File: config.mk
export PLATFORM = sky130hd
export DESIGN_NAME = pwt_top
export DESIGN_NICKNAME = d
export VERILOG_FILES = /design/src/verilog/pwt_pkg.sv /design/src/verilog/pwt_top.sv
export VERILOG_INCLUDE_DIRS = /design/src /design/src/verilog
export SDC_FILE = /design/constraint.sdc
export NUM_CORES = 1
export LEC_CHECK = 0
export ABC_AREA = 0
export BUFFER_PORTS_ARGS = -buffer_cell sky130_fd_sc_hd__buf_4
export CORE_MARGIN = 3
export CORE_UTILIZATION = 46
export CTS_BUF_LIST = sky130_fd_sc_hd__clkbuf_16
export DETAILED_ROUTE_END_ITERATION = 16
export PLACE_DENSITY_LB_ADDON = 0.08
export SLEW_MARGIN = 5
export SYNTH_ARGS = -nofsm -noshare
export SYNTH_HDL_FRONTEND = slang
export SYNTH_SLANG_ARGS = --single-unit
File: constraint.sdc
create_clock -name sys_clk -period 3.87 [get_ports sys_clk]
set_input_delay 0.774 -clock sys_clk [delete_from_list [all_inputs] [get_ports sys_clk]]
set_output_delay 0.774 -clock sys_clk [all_outputs]
set_load 0.02 [all_outputs]
File: src/verilog/pwt_defs.svh
// register map, field positions, reset values and timing counts of the pwm block
// How it works
// - pwm mode drives pin with 10-bit duty
// - module control write of zero forces low
// - period is (limit+1) times 4 times prescale
// - timer clears on increment after limit match
// - duty copied into buffer on that increment
// - pin set then, unless loaded duty is zero
// - postscaler never changes the pwm period
// - timer count readable, writable, resets to zero
// - period limit resets to all ones
// - timer control fields, bit seven reads zero
// - match flag is bit one of flags
// - match enable is bit one of enables
// - global and peripheral enables, reset zero
// - duty is low register plus control bits
// - pin cleared when extended count equals duty
// - duty above period never clears the pin
// - duty buffer read only in pwm mode
`ifndef PWT_DEFS_SVH
`define PWT_DEFS_SVH

// register indices; byte address is four times the index
`define PWT_IDX_INTR_CTL 8'h0b
`define PWT_IDX_PFLAGS 8'h0c
`define PWT_IDX_PT_COUNT 8'h11
`define PWT_IDX_PT_CTRL 8'h12
`define PWT_IDX_DUTY_WR 8'h15
`define PWT_IDX_DUTY_BUF 8'h16
`define PWT_IDX_MOD_CTRL 8'h17
`define PWT_IDX_PENABLES 8'h8c
`define PWT_IDX_PLIMIT 8'h92

// reset values
`define PWT_RST_ZERO 8'h00
`define PWT_RST_PLIMIT 8'hff

// field positions
`define PWT_BIT_MATCH 1
`define PWT_BIT_RUN 2
`define PWT_BIT_GIE 7
`define PWT_BIT_PERIPHERAL_IRQ_ENABLE 6
`define PWT_PWM_MODE 2'b11

// clock periods per instruction cycle and last prescaler counts
`define PWT_QCLK_PER 4
`define PWT_PSC_LAST_1 6'h03
`define PWT_PSC_LAST_4 6'h0f
`define PWT_PSC_LAST_16 6'h3f

`endif

File: src/verilog/pwt_pkg.sv
// types shared by the pwm block
package pwt_pkg;
    typedef logic [7:0] pwt_byte_t;
    typedef logic [31:0] pwt_word_t;
    typedef logic [11:0] pwt_addr_t;
    typedef enum logic [1:0] {
        PWT_APB_IDLE = 2'b01,
        PWT_APB_RESP = 2'b10
    } pwt_apb_e;
endpackage : pwt_pkg

File: src/verilog/pwt_top.sv
// pwm generator with 8-bit period timer behind an apb slave
//
// Register access over APB was left to the implementer.
`timescale 1ns/1ps
`include "pwt_defs.svh"

module pwt_top (
    input wire logic sys_clk, // 100 mhz clock
    input wire logic srst, // synchronous reset, active high
    input wire logic psel, // apb select
    input wire logic penable, // apb access phase
    input wire logic pwrite, // apb write when high
    input wire pwt_pkg::pwt_addr_t paddr, // apb byte address
    input wire pwt_pkg::pwt_word_t pwdata, // apb write data
    output logic pready, // apb ready
    output pwt_pkg::pwt_word_t prdata, // apb read data
    output logic pslverr, // apb error on unmapped address
    output logic pulse_output_pin // modulated output
);
    import pwt_pkg::*;

    // bus state and registered outputs
    pwt_apb_e apb_q;
    logic pready_q;
    logic pslverr_q;
    pwt_word_t prdata_q;

    // software visible registers
    pwt_byte_t intr_ctl_q;
    pwt_byte_t pflags_q;
    pwt_byte_t pt_count_q;
    logic [6:0] pt_ctrl_q;
    pwt_byte_t duty_wr_q;
    pwt_byte_t duty_buf_q;
    logic [5:0] mod_ctrl_q;
    pwt_byte_t penables_q;
    pwt_byte_t plimit_q;

    // internal timing state
    logic [1:0] duty_lsb_q;
    logic [5:0] psc_q;
    logic [3:0] post_q;
    logic out_q;

    // combinational helpers
    logic wr_fire;
    logic run;
    logic [1:0] psc_sel;
    logic [5:0] psc_last;
    logic [1:0] sub_bits;
    logic tick;
    logic match;
    logic pwm_mode;
    logic [9:0] duty_next;
    logic duty_hit;
    logic post_done;
    // period boundary, flag event and software restarts of the timer
    logic period_end;
    logic flag_set;
    logic psc_clr;
    logic cnt_ld;
    // timer position one cycle ahead
    logic [5:0] psc_nx;
    logic [7:0] cnt_nx;
    pwt_byte_t rd_byte;
    logic rd_hit;

    // true when the byte address selects the register of that index
    function automatic logic addr_is(input pwt_addr_t addr, input pwt_byte_t idx);
        addr_is = (addr == {2'b00, idx, 2'b00});
    endfunction : addr_is

    // two sub-count bits of the extended compare for a prescale choice
    function automatic logic [1:0] sub_of(input logic [1:0] sel, input logic [5:0] psc);
        case (sel)
            2'b00: sub_of = psc[1:0]; // quarter cycle clock
            2'b01: sub_of = psc[3:2];
            default: sub_of = psc[5:4];
        endcase
    endfunction : sub_of

    // a write takes effect at the edge where pready is sampled high
    assign wr_fire = psel && penable && pwrite && (apb_q == PWT_APB_RESP);

    // prescale selection: 1, 4 or 16 instruction cycles per count
    assign run = pt_ctrl_q[`PWT_BIT_RUN];
    assign psc_sel = pt_ctrl_q[1:0];

    always_comb begin
        case (psc_sel)
            2'b00: begin
                psc_last = `PWT_PSC_LAST_1;
            end
            2'b01: begin
                psc_last = `PWT_PSC_LAST_4;
            end
            default: begin
                psc_last = `PWT_PSC_LAST_16;
            end
        endcase
    end

    // one increment cycle per prescaled instruction cycle, while running
    assign tick = run && (psc_q == psc_last);
    assign match = (pt_count_q == plimit_q);
    assign pwm_mode = (mod_ctrl_q[3:2] == `PWT_PWM_MODE);

    // a period ends on the increment after a limit match
    assign period_end = tick && match;

    // software writes that restart the prescaler
    assign psc_clr = wr_fire && (addr_is(paddr, `PWT_IDX_PT_COUNT) || addr_is(paddr, `PWT_IDX_PT_CTRL));

    // software write that loads the count
    assign cnt_ld = wr_fire && addr_is(paddr, `PWT_IDX_PT_COUNT);

    // next prescaler and count; the compare looks one cycle ahead so the pin falls on time
    always_comb begin
        psc_nx = psc_q;
        cnt_nx = pt_count_q;
        if (psc_clr || tick) begin
            psc_nx = 6'h00;
        end else if (run) begin
            psc_nx = psc_q + 6'h01;
        end
        if (cnt_ld) begin
            cnt_nx = pwdata[7:0];
        end else if (tick) begin
            cnt_nx = match ? 8'h00 : pt_count_q + 8'h01;
        end
    end

    // sub-count bits of the next position
    assign sub_bits = sub_of(psc_sel, psc_nx);

    // ten-bit duty from low register and control bits five to four
    assign duty_next = {duty_wr_q, mod_ctrl_q[5:4]};

    // pin falls when the extended count reaches the buffered duty
    assign duty_hit = ({cnt_nx, sub_bits} == {duty_buf_q, duty_lsb_q});

    // postscaler reaches its selected count of matches
    assign post_done = (post_q == pt_ctrl_q[6:3]);
    assign flag_set = period_end && post_done;

    // apb handshake: one wait cycle, then ready with data
    always_ff @(posedge sys_clk) begin
        if (srst) begin
            apb_q <= PWT_APB_IDLE;
            pready_q <= 1'b0;
        end else begin
            case (apb_q)
                PWT_APB_IDLE: begin
                    if (psel && penable) begin
                        apb_q <= PWT_APB_RESP;
                        pready_q <= 1'b1;
                    end
                end
                PWT_APB_RESP: begin
                    apb_q <= PWT_APB_IDLE;
                    pready_q <= 1'b0;
                end
                default: begin
                    apb_q <= PWT_APB_IDLE;
                    pready_q <= 1'b0;
                end
            endcase
        end
    end

    // read mux; unmapped addresses answer zero with an error
    always_comb begin
        rd_hit = 1'b1;
        rd_byte = `PWT_RST_ZERO;
        if (addr_is(paddr, `PWT_IDX_INTR_CTL)) begin
            rd_byte = intr_ctl_q;
        end else if (addr_is(paddr, `PWT_IDX_PFLAGS)) begin
            rd_byte = pflags_q;
        end else if (addr_is(paddr, `PWT_IDX_PT_COUNT)) begin
            rd_byte = pt_count_q;
        end else if (addr_is(paddr, `PWT_IDX_PT_CTRL)) begin
            rd_byte = {1'b0, pt_ctrl_q};
        end else if (addr_is(paddr, `PWT_IDX_DUTY_WR)) begin
            rd_byte = duty_wr_q;
        end else if (addr_is(paddr, `PWT_IDX_DUTY_BUF)) begin
            rd_byte = duty_buf_q;
        end else if (addr_is(paddr, `PWT_IDX_MOD_CTRL)) begin
            rd_byte = {2'b00, mod_ctrl_q};
        end else if (addr_is(paddr, `PWT_IDX_PENABLES)) begin
            rd_byte = penables_q;
        end else if (addr_is(paddr, `PWT_IDX_PLIMIT)) begin
            rd_byte = plimit_q;
        end else begin
            rd_hit = 1'b0;
        end
    end

    // read data and error are captured as ready rises
    always_ff @(posedge sys_clk) begin
        if (srst) begin
            prdata_q <= 32'h0000_0000;
            pslverr_q <= 1'b0;
        end else if (apb_q == PWT_APB_IDLE && psel && penable) begin
            prdata_q <= pwrite ? 32'h0000_0000 : {24'h00_0000, rd_byte};
            pslverr_q <= !rd_hit;
        end else if (apb_q == PWT_APB_RESP) begin
            prdata_q <= 32'h0000_0000;
            pslverr_q <= 1'b0;
        end
    end

    // interrupt control: global and peripheral enables plus storage
    always_ff @(posedge sys_clk) begin
        if (srst) begin
            intr_ctl_q <= `PWT_RST_ZERO;
        end else if (wr_fire && addr_is(paddr, `PWT_IDX_INTR_CTL)) begin
            intr_ctl_q <= pwdata[7:0];
        end
    end

    // peripheral flags; a match event wins over a clear in the same cycle
    always_ff @(posedge sys_clk) begin
        if (srst) begin
            pflags_q <= `PWT_RST_ZERO;
        end else begin
            if (wr_fire && addr_is(paddr, `PWT_IDX_PFLAGS)) begin
                pflags_q <= pwdata[7:0];
            end
            if (flag_set) begin
                pflags_q[`PWT_BIT_MATCH] <= 1'b1;
            end
        end
    end

    // peripheral enables, match enable at bit one
    always_ff @(posedge sys_clk) begin
        if (srst) begin
            penables_q <= `PWT_RST_ZERO;
        end else if (wr_fire && addr_is(paddr, `PWT_IDX_PENABLES)) begin
            penables_q <= pwdata[7:0];
        end
    end

    // period limit, all ones after reset
    always_ff @(posedge sys_clk) begin
        if (srst) begin
            plimit_q <= `PWT_RST_PLIMIT;
        end else if (wr_fire && addr_is(paddr, `PWT_IDX_PLIMIT)) begin
            plimit_q <= pwdata[7:0];
        end
    end

    // timer control: postscale, run and prescale fields
    always_ff @(posedge sys_clk) begin
        if (srst) begin
            pt_ctrl_q <= 7'h00;
        end else if (wr_fire && addr_is(paddr, `PWT_IDX_PT_CTRL)) begin
            pt_ctrl_q <= pwdata[6:0];
        end
    end

    // prescaler; cleared on writes to the count or control register
    always_ff @(posedge sys_clk) begin
        if (srst) begin
            psc_q <= 6'h00;
        end else begin
            psc_q <= psc_nx;
        end
    end

    // period timer: counts up, clears on the increment after a match
    always_ff @(posedge sys_clk) begin
        if (srst) begin
            pt_count_q <= `PWT_RST_ZERO;
        end else begin
            pt_count_q <= cnt_nx;
        end
    end

    // postscaler only paces the flag, never the pwm period
    always_ff @(posedge sys_clk) begin
        if (srst) begin
            post_q <= 4'h0;
        end else if (wr_fire && addr_is(paddr, `PWT_IDX_PT_CTRL)) begin
            post_q <= 4'h0;
        end else if (period_end) begin
            post_q <= post_done ? 4'h0 : post_q + 4'h1;
        end
    end

    // duty write register, free to change at any time
    always_ff @(posedge sys_clk) begin
        if (srst) begin
            duty_wr_q <= `PWT_RST_ZERO;
        end else if (wr_fire && addr_is(paddr, `PWT_IDX_DUTY_WR)) begin
            duty_wr_q <= pwdata[7:0];
        end
    end

    // module control: duty low bits and mode select
    always_ff @(posedge sys_clk) begin
        if (srst) begin
            mod_ctrl_q <= 6'h00;
        end else if (wr_fire && addr_is(paddr, `PWT_IDX_MOD_CTRL)) begin
            mod_ctrl_q <= pwdata[5:0];
        end
    end

    // duty double buffer; loaded at a period match, read only in pwm mode
    always_ff @(posedge sys_clk) begin
        if (srst) begin
            duty_buf_q <= `PWT_RST_ZERO;
            duty_lsb_q <= 2'b00;
        end else if (pwm_mode && period_end) begin
            duty_buf_q <= duty_next[9:2];
            duty_lsb_q <= duty_next[1:0];
        end else if (!pwm_mode && wr_fire && addr_is(paddr, `PWT_IDX_DUTY_BUF)) begin
            duty_buf_q <= pwdata[7:0];
        end
    end

    // pulse output latch; period start sets it, duty compare clears it
    always_ff @(posedge sys_clk) begin
        if (srst) begin
            out_q <= 1'b0;
        end else if (wr_fire && addr_is(paddr, `PWT_IDX_MOD_CTRL) && pwdata[7:0] == 8'h00) begin
            out_q <= 1'b0;
        end else if (!pwm_mode) begin
            out_q <= 1'b0;
        end else if (period_end) begin
            out_q <= (duty_next != 10'h000);
        end else if (duty_hit) begin
            out_q <= 1'b0;
        end
    end

    // outputs straight from flip-flops
    assign pready = pready_q;
    assign prdata = prdata_q;
    assign pslverr = pslverr_q;
    assign pulse_output_pin = out_q;

endmodule : pwt_top
==> results of run 1 <==
critical path, stage by stage:
cell	delay, ns
buf_4	0.11
or4_4	0.59
nor3_1	0.49
nand2_1	0.21
or2_2	0.37
o21ai_0	0.18
o21ai_0	0.12
a221oi_1	0.41
o21ai_0	0.13
report_power, final:
part | internal (uW) | total (uW) | switching (uW)
Combinational | 39.1 | 133 | 93.4
Clock | 568 | 970 | 401
Sequential | 960 | 966 | 6.33
cells in the final DEF (no fill, tap or decap), types with 3 or more instances in the layout:
cell type  count
or4_1          3
nor2b_1       19
nor2_1        75
nand4b_1       3
a21oi_1       46
clkbuf_16      9
a211o_1        8
a211oi_1       5
xor2_1         8
or3_1          5
nand2b_1       6
nor3_1        10
nor4_1         6
o21ai_0       35
dfxtp_1       93
buf_4         43
a31oi_1        6
a22oi_1       14
conb_1        24
and4_1         4
inv_1          9
a221oi_1      22
mux2i_1       28
xnor2_1       19
nand4_1       10
nand2_1       90
ha_1           3
or2_2          6
nand3_1       11
cells by family (layout without fill, tap and decap cells):
family / after synthesis / in the layout / synth area share [%]
flip-flops: 93 / 93 / 35.2
adder cells (fa/ha/maj): 3 / 3 / 0.710
buffers and inverters: 69 / 68 / 7.12
multiplexers: 28 / 28 / 5.30
AND/OR/NAND/NOR: 270 / 270 / 25.7
XOR/XNOR: 27 / 27 / 4.47
other: 1 / 24 / 0.0709
AO/OA/AOI/OAI: 167 / 167 / 21.5
worst min path at each step:
| stage | slack, ns | endpoint | cells past startpoint | from |
|---|---|---|---|---|
| final | 0.45 | intr_ctl_q[3] | 2 | intr_ctl_q[3] |
| after global routing | 0.47 | intr_ctl_q[4] | 2 | intr_ctl_q[4] |
| after CTS | 0.45 | pflags_q[7] | 2 | pflags_q[7] |
| after detailed placement | 0.44 | intr_ctl_q[3] | 2 | intr_ctl_q[3] |
| after global placement | 0.44 | intr_ctl_q[6] | 2 | intr_ctl_q[6] |
| after floorplan | 0.43 | penables_q[6] | 2 | penables_q[6] |
flip-flops by register name, summed over array words and instances, names as in the netlist:
name	count
apb_q	2
duty_buf_q	8
duty_lsb_q	2
duty_wr_q	8
intr_ctl_q	8
mod_ctrl_q	6
penables_q	8
pflags_q	8
plimit_q	8
post_q	4
prdata	8
psc_q	6
pslverr	1
pt_count_q	8
pt_ctrl_q	7
pulse_output_pin	1
final cells by class:
| cell class | instances | area [um^2] | share of cell area (%) |
|---|---|---|---|
| Tap cell | 140 | 175 | 2.99 |
| Inverter | 9 | 33.8 | 0.577 |
| Timing Repair Buffer | 43 | 323 | 5.52 |
| Clock inverter | 7 | 97.6 | 1.67 |
| Multi-Input combinational cell | 519 | 3140 | 53.6 |
| Clock buffer | 9 | 225 | 3.85 |
| Sequential cell | 93 | 1860 | 31.8 |
per-layer routing:
metal | wire length (um) | share of wire (%)
met3 | 1160 | 7.3
met5 | 0 | 0
met4 | 399 | 2.5
met2 | 7260 | 45
met1 | 7220 | 45
metrics by stage:
stage,cell area (um^2),power [uW],utilization (%),hold slack (ns)
2_1_floorplan,5370,1090,-,0.431
3_3_place_gp,5530,1120,50.1,0.439
3_5_place_dp,5530,1120,50.1,0.444
4_1_cts,5850,2080,53.1,0.453
5_1_grt,5850,2130,53.1,0.472
6_report,5850,2070,53.1,0.452
==> results.ini, run 1 <==
[synth]
synth_top_cell_area_share_pct = 35.2
synth_edf_count = 0
yosysSeqAreaShare_pct = 35.2
yosysMostFrequentCell = dfxtp_1
yosys_register_bits = 93
syn_inst = 658
yosysWarnings = 0
ys_top_cells_by_area = dfxtp_1 35%, nand2_1 6.4%, nor2_1 5.3%
synthFlopType = dfxtp_1
syn_area_per_cell_um2 = 8.04
yosysTopAreaCell = dfxtp_1
synthArstFlopShare_pct = 0
netlist_top_cells_count = 93 x dfxtp_1, 90 x nand2_1, 75 x nor2_1
synth_cell_types = 72
synth_area_um2 = 5290

[cts]
clockBufferDepth = 2
cts_tree = built
insertion_delay_ns = 0.35
cts_root_buf = clkbuf_16
hold_buffers = 0
cts_htree_levels = 3
clock_sinks = 93
post_cts_buffers = 0
clkTransAtPathRegs_ns = 0.07
numCtsBuffers = 9
cts_resized = 0

[sta]
min_period_over_period_pct = 81.6
hold_viol_final = 0
fin_skew_ns = 0.00899
max_freq_ghz = 0.317
setup_ws_ns = 0.712
timing.final.crit_period_ns = 3.16
setup_viol = 0
slew_headroom_pct = 35.2
tns_ns = 0
drv_slew = 0
rsz0062_at_grt = no
worstMarginPinSlew_ns = 0.965

[final_layout]
final_nets = 727
fin_cells = 820
fillCellCount = 1089
drive_gt1_share_pct = 12.6
diodes = 0
area_growth_pct = 10.7

[worst_setup_path]
crit_end = prdata[3]
critPathLaunchType = input pin
crit_arrival_ns = 3.39
worstReg2RegStart = pt_count_q[5]
critPathLaunch = paddr[11]
worstReg2RegEnd = duty_buf_q[0]
cp-end-kind = register
worst_r2r_path_depth = 8
required_ns = 4.10
path_max_fanout = 7
critPathKind = in -> reg
ff2ff_setup_slack_ns = 0.82

[min_path]
hp-class = reg -> reg

[die]
die_w_um = 113
rows = 38
fp.dieH_um = 113
die-area_um2 = 12800
io_pins = 84
start_util_pct = 47.9
core_area_um2 = 11000

[route]
drc = 0
drtIter0Drc = 494
wl_per_cell_um = 19.6
first_pass_iters = 6
drt-vias-per-instance = 6.06
wirelength_um = 16000
ant_nets = 0
vias = 4966

[placement]
placed_cells = 804
dpl.hpwl_um = 11500
gp_congestion = 0.929
numPortBuffers = 35
pre_cts_slack_ns = 0.383

[grt]
gr-total-overflow = 0
track_usage_pct = 25.2
grt_use_met3_pct = 5.35
grt.busiest_layer = met2
antenna_found_initial = 0
met1_usage_pct = 35.0
gr-usage-met2_pct = 38.0
grt_pass1_vias = 4557
grt_pass1_wl_um = 25100
grt_start_max_net_pins = 78

[power_and_ir_drop]
power.density_nw_per_um2 = 354
vdd_ir_drop_max_mv = 0.351
p_leak_uw = 0.00201

[outcome]
status = finished clean

[flow_run]
drv_cap = 0

Note: power is estimated with default switching activity, not from simulation.
==> inputs of run 2 (changes only) <==
- clock period: 3.87 -> 3.1 ns (I/O delays scaled with it)
==> results.ini, run 2 (synthesized netlist as in run 1, its figures left out) <==
[cts]
cts_htree_levels = 3  ; unchanged
post_cts_buffers = 0  ; unchanged
insertion_delay_ns = 0.35  ; about the same
cts_resized = 0  ; unchanged
clkTransAtPathRegs_ns = 0.07  ; about the same
clockBufferDepth = 2  ; unchanged
cts_tree = built
hold_buffers = 0  ; unchanged
clock_sinks = 93  ; unchanged
cts_root_buf = clkbuf_16
numCtsBuffers = 9  ; unchanged

[route]
drc = 0  ; unchanged
drt-vias-per-instance = 6.02  ; -0.58%
vias = 5226  ; +5.2%
ant_nets = 0  ; unchanged
drtIter0Drc = 457  ; -7.5%
wirelength_um = 17100  ; +6.8%
wl_per_cell_um = 19.7  ; +0.85%
first_pass_iters = 6  ; unchanged

[worst_setup_path]
required_ns = 3.34  ; -0.76 ns
worst_r2r_path_depth = 9  ; +1
cp-end-kind = register
critPathKind = in -> reg
max_stage_delay_ns = 0.58  ; about the same
crit_path_cell_trace = buf_4 -> or4_4 -> or4_4 -> nor4_1 -> buf_4 -> a31oi_1 -> xnor2_1 -> o2111ai_1 -> nor4_2 -> a21oi_2
critPathLaunchType = input pin
ff2ff_setup_slack_ns = 0.27  ; -0.55 ns
crit_arrival_ns = 3.20  ; -0.19 ns
path_max_fanout = 3  ; -4
worst_path_max_delay_cell = or4_4

[sta]
timing.final.crit_period_ns = 2.95
rsz0062_at_grt = no
fin_skew_ns = 0.00837  ; -0.000623 ns
drv_slew = 0  ; unchanged
worstMarginPinSlew_ns = 0.867  ; -0.0976 ns
slew_headroom_pct = 41.7  ; +6.6 points
setup_ws_ns = 0.146  ; -0.566 ns
max_freq_ghz = 0.339
hold_viol_final = 0  ; unchanged
min_period_over_period_pct = 95.3
setup_viol = 0  ; unchanged
whs_ns = 0.453  ; +0.000573 ns

[flow_run]
drv_cap = 0  ; unchanged

[placement]
dpl.hpwl_um = 12800  ; +11%
numPortBuffers = 35  ; unchanged
pre_cts_slack_ns = -0.194  ; -0.576 ns
gp_congestion = 0.923  ; -0.66%

[final_layout]
diodes = 0  ; unchanged
fillCellCount = 1071  ; -1.7%
post-route-util_pct = 56.1  ; +3.0 points
area_growth_pct = 17.0
final_nets = 775  ; +6.6%
drive_gt1_share_pct = 18.3  ; +5.6 points
mostFrequentLayoutCell = dfxtp_1
final_cell_mix = 93 x dfxtp_1, 91 x buf_4, 90 x nand2_1

[die]
die_w_um = 113  ; unchanged
die-area_um2 = 12800  ; unchanged
fp.dieH_um = 113  ; unchanged
core_area_um2 = 11000  ; unchanged
rows = 38  ; unchanged
start_util_pct = 47.9  ; unchanged
io_pins = 84  ; unchanged

[grt]
gr-total-overflow = 0  ; unchanged
antenna_found_initial = 0  ; unchanged
grt_pass1_wl_um = 26700  ; +6.3%
track_usage_pct = 26.8  ; +1.6 points
grt_pass1_vias = 4849  ; +6.4%
grt_start_max_net_pins = 54  ; -31%

[outcome]
status = finished clean

[power_and_ir_drop]
p_leak_uw = 0.00224  ; +12%
p_total_uw = 2520  ; +22%
power.density_nw_per_um2 = 407  ; +15%
vdd_ir_drop_max_mv = 0.345  ; -1.9%

[min_path]
holdPathStages = 2  ; unchanged
hp-class = reg -> reg

-- run 2: worst paths after layout --
kind / startpoint / to
max: paddr[11] / pulse_output_pin
min reg2reg: intr_ctl_q[6] / intr_ctl_q[6]
min: intr_ctl_q[6] / intr_ctl_q[6]
max reg2reg: psc_q[1] / pulse_output_pin
-- run 2: cell type report --
| cell class | instances | area, um^2 | area share (%) |
|---|---|---|---|
| multi-input cells | 519 | 3140 | 50.7 |
| flip-flops and latches | 93 | 1860 | 30.1 |
| repair buffers | 91 | 683 | 11.0 |
| clock buffers | 9 | 225 | 3.64 |
| well taps | 140 | 175 | 2.83 |
| clock inverters | 7 | 72.6 | 1.17 |
| inverters | 9 | 33.8 | 0.546 |
-- run 2: metal layers --
metal / vias to the layer above / track usage (%) / share of wire, %
met3: 35 / 5.56 / 7.7
met5: - / 0 / 0
met4: 0 / 7.61 / 2.2
met2: 222 / 42.4 / 47
met1: 2501 / 36.9 / 43
li1: 2468 / - / -
-- run 2: critical path, delay by kind of cell --
kind	cells	cell delay [ns]
and+or+nand+nor	4	1.79
buffers and inverters	2	0.30
AOI/OAI and AO/OA	3	0.29
xor gates and xnor gates	1	0.20
-- run 2: where the power goes --
group,switching (uW),leakage (uW),internal (uW)
Clock,507,0.000144,629
Sequential,3.42,0.000750,1200
Combinational,125,0.00135,58.2
-- run 2: per-stage QoR --
| stage | area, um^2 | TNS (ns) | cells |
|---|---|---|---|
| 2_1_floorplan | 5370 | 0 | 681 |
| 3_3_place_gp | 5890 | -0.172 | 852 |
| 3_5_place_dp | 5890 | -0.236 | 852 |
| 4_1_cts | 6190 | 0 | 868 |
| 5_1_grt | 6190 | 0 | 868 |
| 6_report | 6190 | 0 | 868 |
==> inputs of run 3 (changes only) <==
- CORE_UTILIZATION: 46 -> 50
==> results.ini, run 3 (synthesized netlist as in run 1, its figures left out) <==
[cts]
clockBufferDepth = 2  ; unchanged
cts_tree = built
post_cts_buffers = 0  ; unchanged
clock_sinks = 93  ; unchanged
cts_resized = 0  ; unchanged
cts_htree_levels = 3  ; unchanged
numCtsBuffers = 9  ; unchanged
cts_root_buf = clkbuf_16
hold_buffers = 0  ; unchanged
clkTransAtPathRegs_ns = 0.06  ; about the same
insertion_delay_ns = 0.34  ; about the same

[final_layout]
fin_cells = 858  ; -1.2%
final_nets = 772  ; -0.39%
final_cell_mix = 93 x dfxtp_1, 90 x nand2_1, 88 x buf_4
diodes = 0  ; unchanged
drive_gt1_share_pct = 17.8  ; -0.48 points
area_growth_pct = 16.0
mostFrequentLayoutCell = dfxtp_1

[power_and_ir_drop]
p_leak_uw = 0.00222  ; -0.97%
power.density_nw_per_um2 = 394  ; -3.4%
vdd_ir_drop_max_mv = 0.292  ; -15%
p_total_uw = 2410  ; -4.2%

[sta]
rsz0062_at_grt = no
worstMarginPinSlew_ns = 0.775  ; -0.0919 ns
min_period_over_period_pct = 94.4  ; -0.94 points
max_freq_ghz = 0.342  ; +0.99%
fin_skew_ns = 0.0109  ; +0.00257 ns
slew_headroom_pct = 47.9  ; +6.2 points
timing.final.crit_period_ns = 2.92  ; -0.0291 ns
setup_viol = 0  ; unchanged
drv_slew = 0  ; unchanged
hold_viol_final = 0  ; unchanged

[grt]
grt_pass1_vias = 4938  ; +1.8%
track_usage_pct = 29.0  ; +2.2 points
gr-total-overflow = 0  ; unchanged
antenna_found_initial = 0  ; unchanged
grt_start_max_net_pins = 40  ; -26%
grt_pass1_wl_um = 26200  ; -1.9%

[die]
start_util_pct = 52.6  ; +4.7 points
core_area_um2 = 10000  ; -8.9%
fp.dieH_um = 109  ; -3.9%
die-area_um2 = 11800  ; -7.6%
io_pins = 84  ; unchanged
rows = 36  ; -5.3%
die_w_um = 109  ; -3.9%

[worst_setup_path]
critPathKind = in -> reg
worst_r2r_path_depth = 9  ; unchanged
critPathLaunchType = input pin
max_stage_delay_ns = 0.57  ; about the same
ff2ff_setup_slack_ns = 0.28  ; about the same
worstReg2RegStart = psc_q[0]
worstReg2RegEnd = pulse_output_pin
path_max_fanout = 3  ; unchanged
crit_arrival_ns = 3.15  ; -0.05 ns
required_ns = 3.32  ; -0.02 ns
crit_buf_inv = 2  ; unchanged
crit_path_cell_trace = buf_4 -> or4_4 -> or4_4 -> nor4_1 -> buf_4 -> a31oi_1 -> xnor2_1 -> o2111ai_1 -> nor4_2 -> a21oi_2
cpLargestDelayFamily = simple AND/OR/NAND/NOR gates
cp-end-kind = register
worst_path_max_delay_cell = or4_4

[min_path]
min-delay-start = intr_ctl_q[6]
hp-class = reg -> reg
min_to = intr_ctl_q[6]
holdPathStages = 2  ; unchanged

[route]
wl_per_cell_um = 19.5  ; -1.4%
vias = 5277  ; +0.98%
drt-vias-per-instance = 6.15  ; +2.2%
wirelength_um = 16700  ; -2.5%
drc = 0  ; unchanged
first_pass_iters = 6  ; unchanged
ant_nets = 0  ; unchanged
drtIter0Drc = 472  ; +3.3%

[placement]
placed_cells = 842  ; -1.2%
gp_congestion = 0.958  ; +3.9%
dpl.hpwl_um = 12500  ; -2.1%
numPortBuffers = 35  ; unchanged

[flow_run]
drv_cap = 0  ; unchanged

[outcome]
status = finished clean

==> run 3: metal layers <==
layer	share of wire [%]	global-route usage, %	up-vias
li1	-	-	2456
met1	42	38.3	2520
met2	46	46.0	257
met3	9.0	6.39	44
met4	3.3	11.9	0
met5	0	0	-
==> run 3: worst reg2reg max path, cell delays in order, from the launching register on <==
cell and delay (ns):
dfxtp_1 0.42, ha_1 0.24, nand2_1 0.14, or2_2 0.39, nor2_4 0.19, a21boi_0 0.19, mux2i_1 0.15, or4_1 0.58
nor4_2 0.34, a21oi_2 0.08
==> run 3: through the flow <==
step                utilization, %  hold WS (ns)  cell area [um^2]  TNS (ns)  worst slack (ns)
detailed placement            58.3         0.446              5860    -0.110           -0.0996
floorplan                        -         0.431              5370         0             0.136
finish                        61.1         0.452              6130         0             0.175
global route                  61.1         0.484              6130         0             0.116
CTS                           61.1         0.455              6130         0             0.254
global placement              58.3         0.440              5860   -0.0968           -0.0968
==> run 3: how the worst max path moves through the flow <==
| stage | startpoint | to | cells after the start |
|---|---|---|---|
| detailed placement | paddr[11] | pulse_output_pin | 9 |
| global placement | paddr[11] | pulse_output_pin | 10 |
| floorplan | paddr[11] | pulse_output_pin | 10 |
| CTS | paddr[11] | pulse_output_pin | 9 |
| finish | paddr[11] | pulse_output_pin | 10 |
| global route | paddr[11] | prdata[2] | 10 |
==> run 3: layout make-up <==
cell class | instances | area (um^2)
clock inverters | 7 | 50.0
fillers | 948 | 3910
well taps | 133 | 166
inverters | 9 | 33.8
clock buffers | 9 | 225
multi-input cells | 519 | 3140
flip-flops and latches | 93 | 1860
repair buffers | 88 | 661
==> run 3: power breakdown <==
group          internal [uW]  total, uW  leakage [uW]  switching [uW]
Combinational           59.1        183       0.00134             124
Clock                    547       1030      0.000135             481
Sequential              1200       1200      0.000750            3.69
Total                   1800       2410       0.00222             609
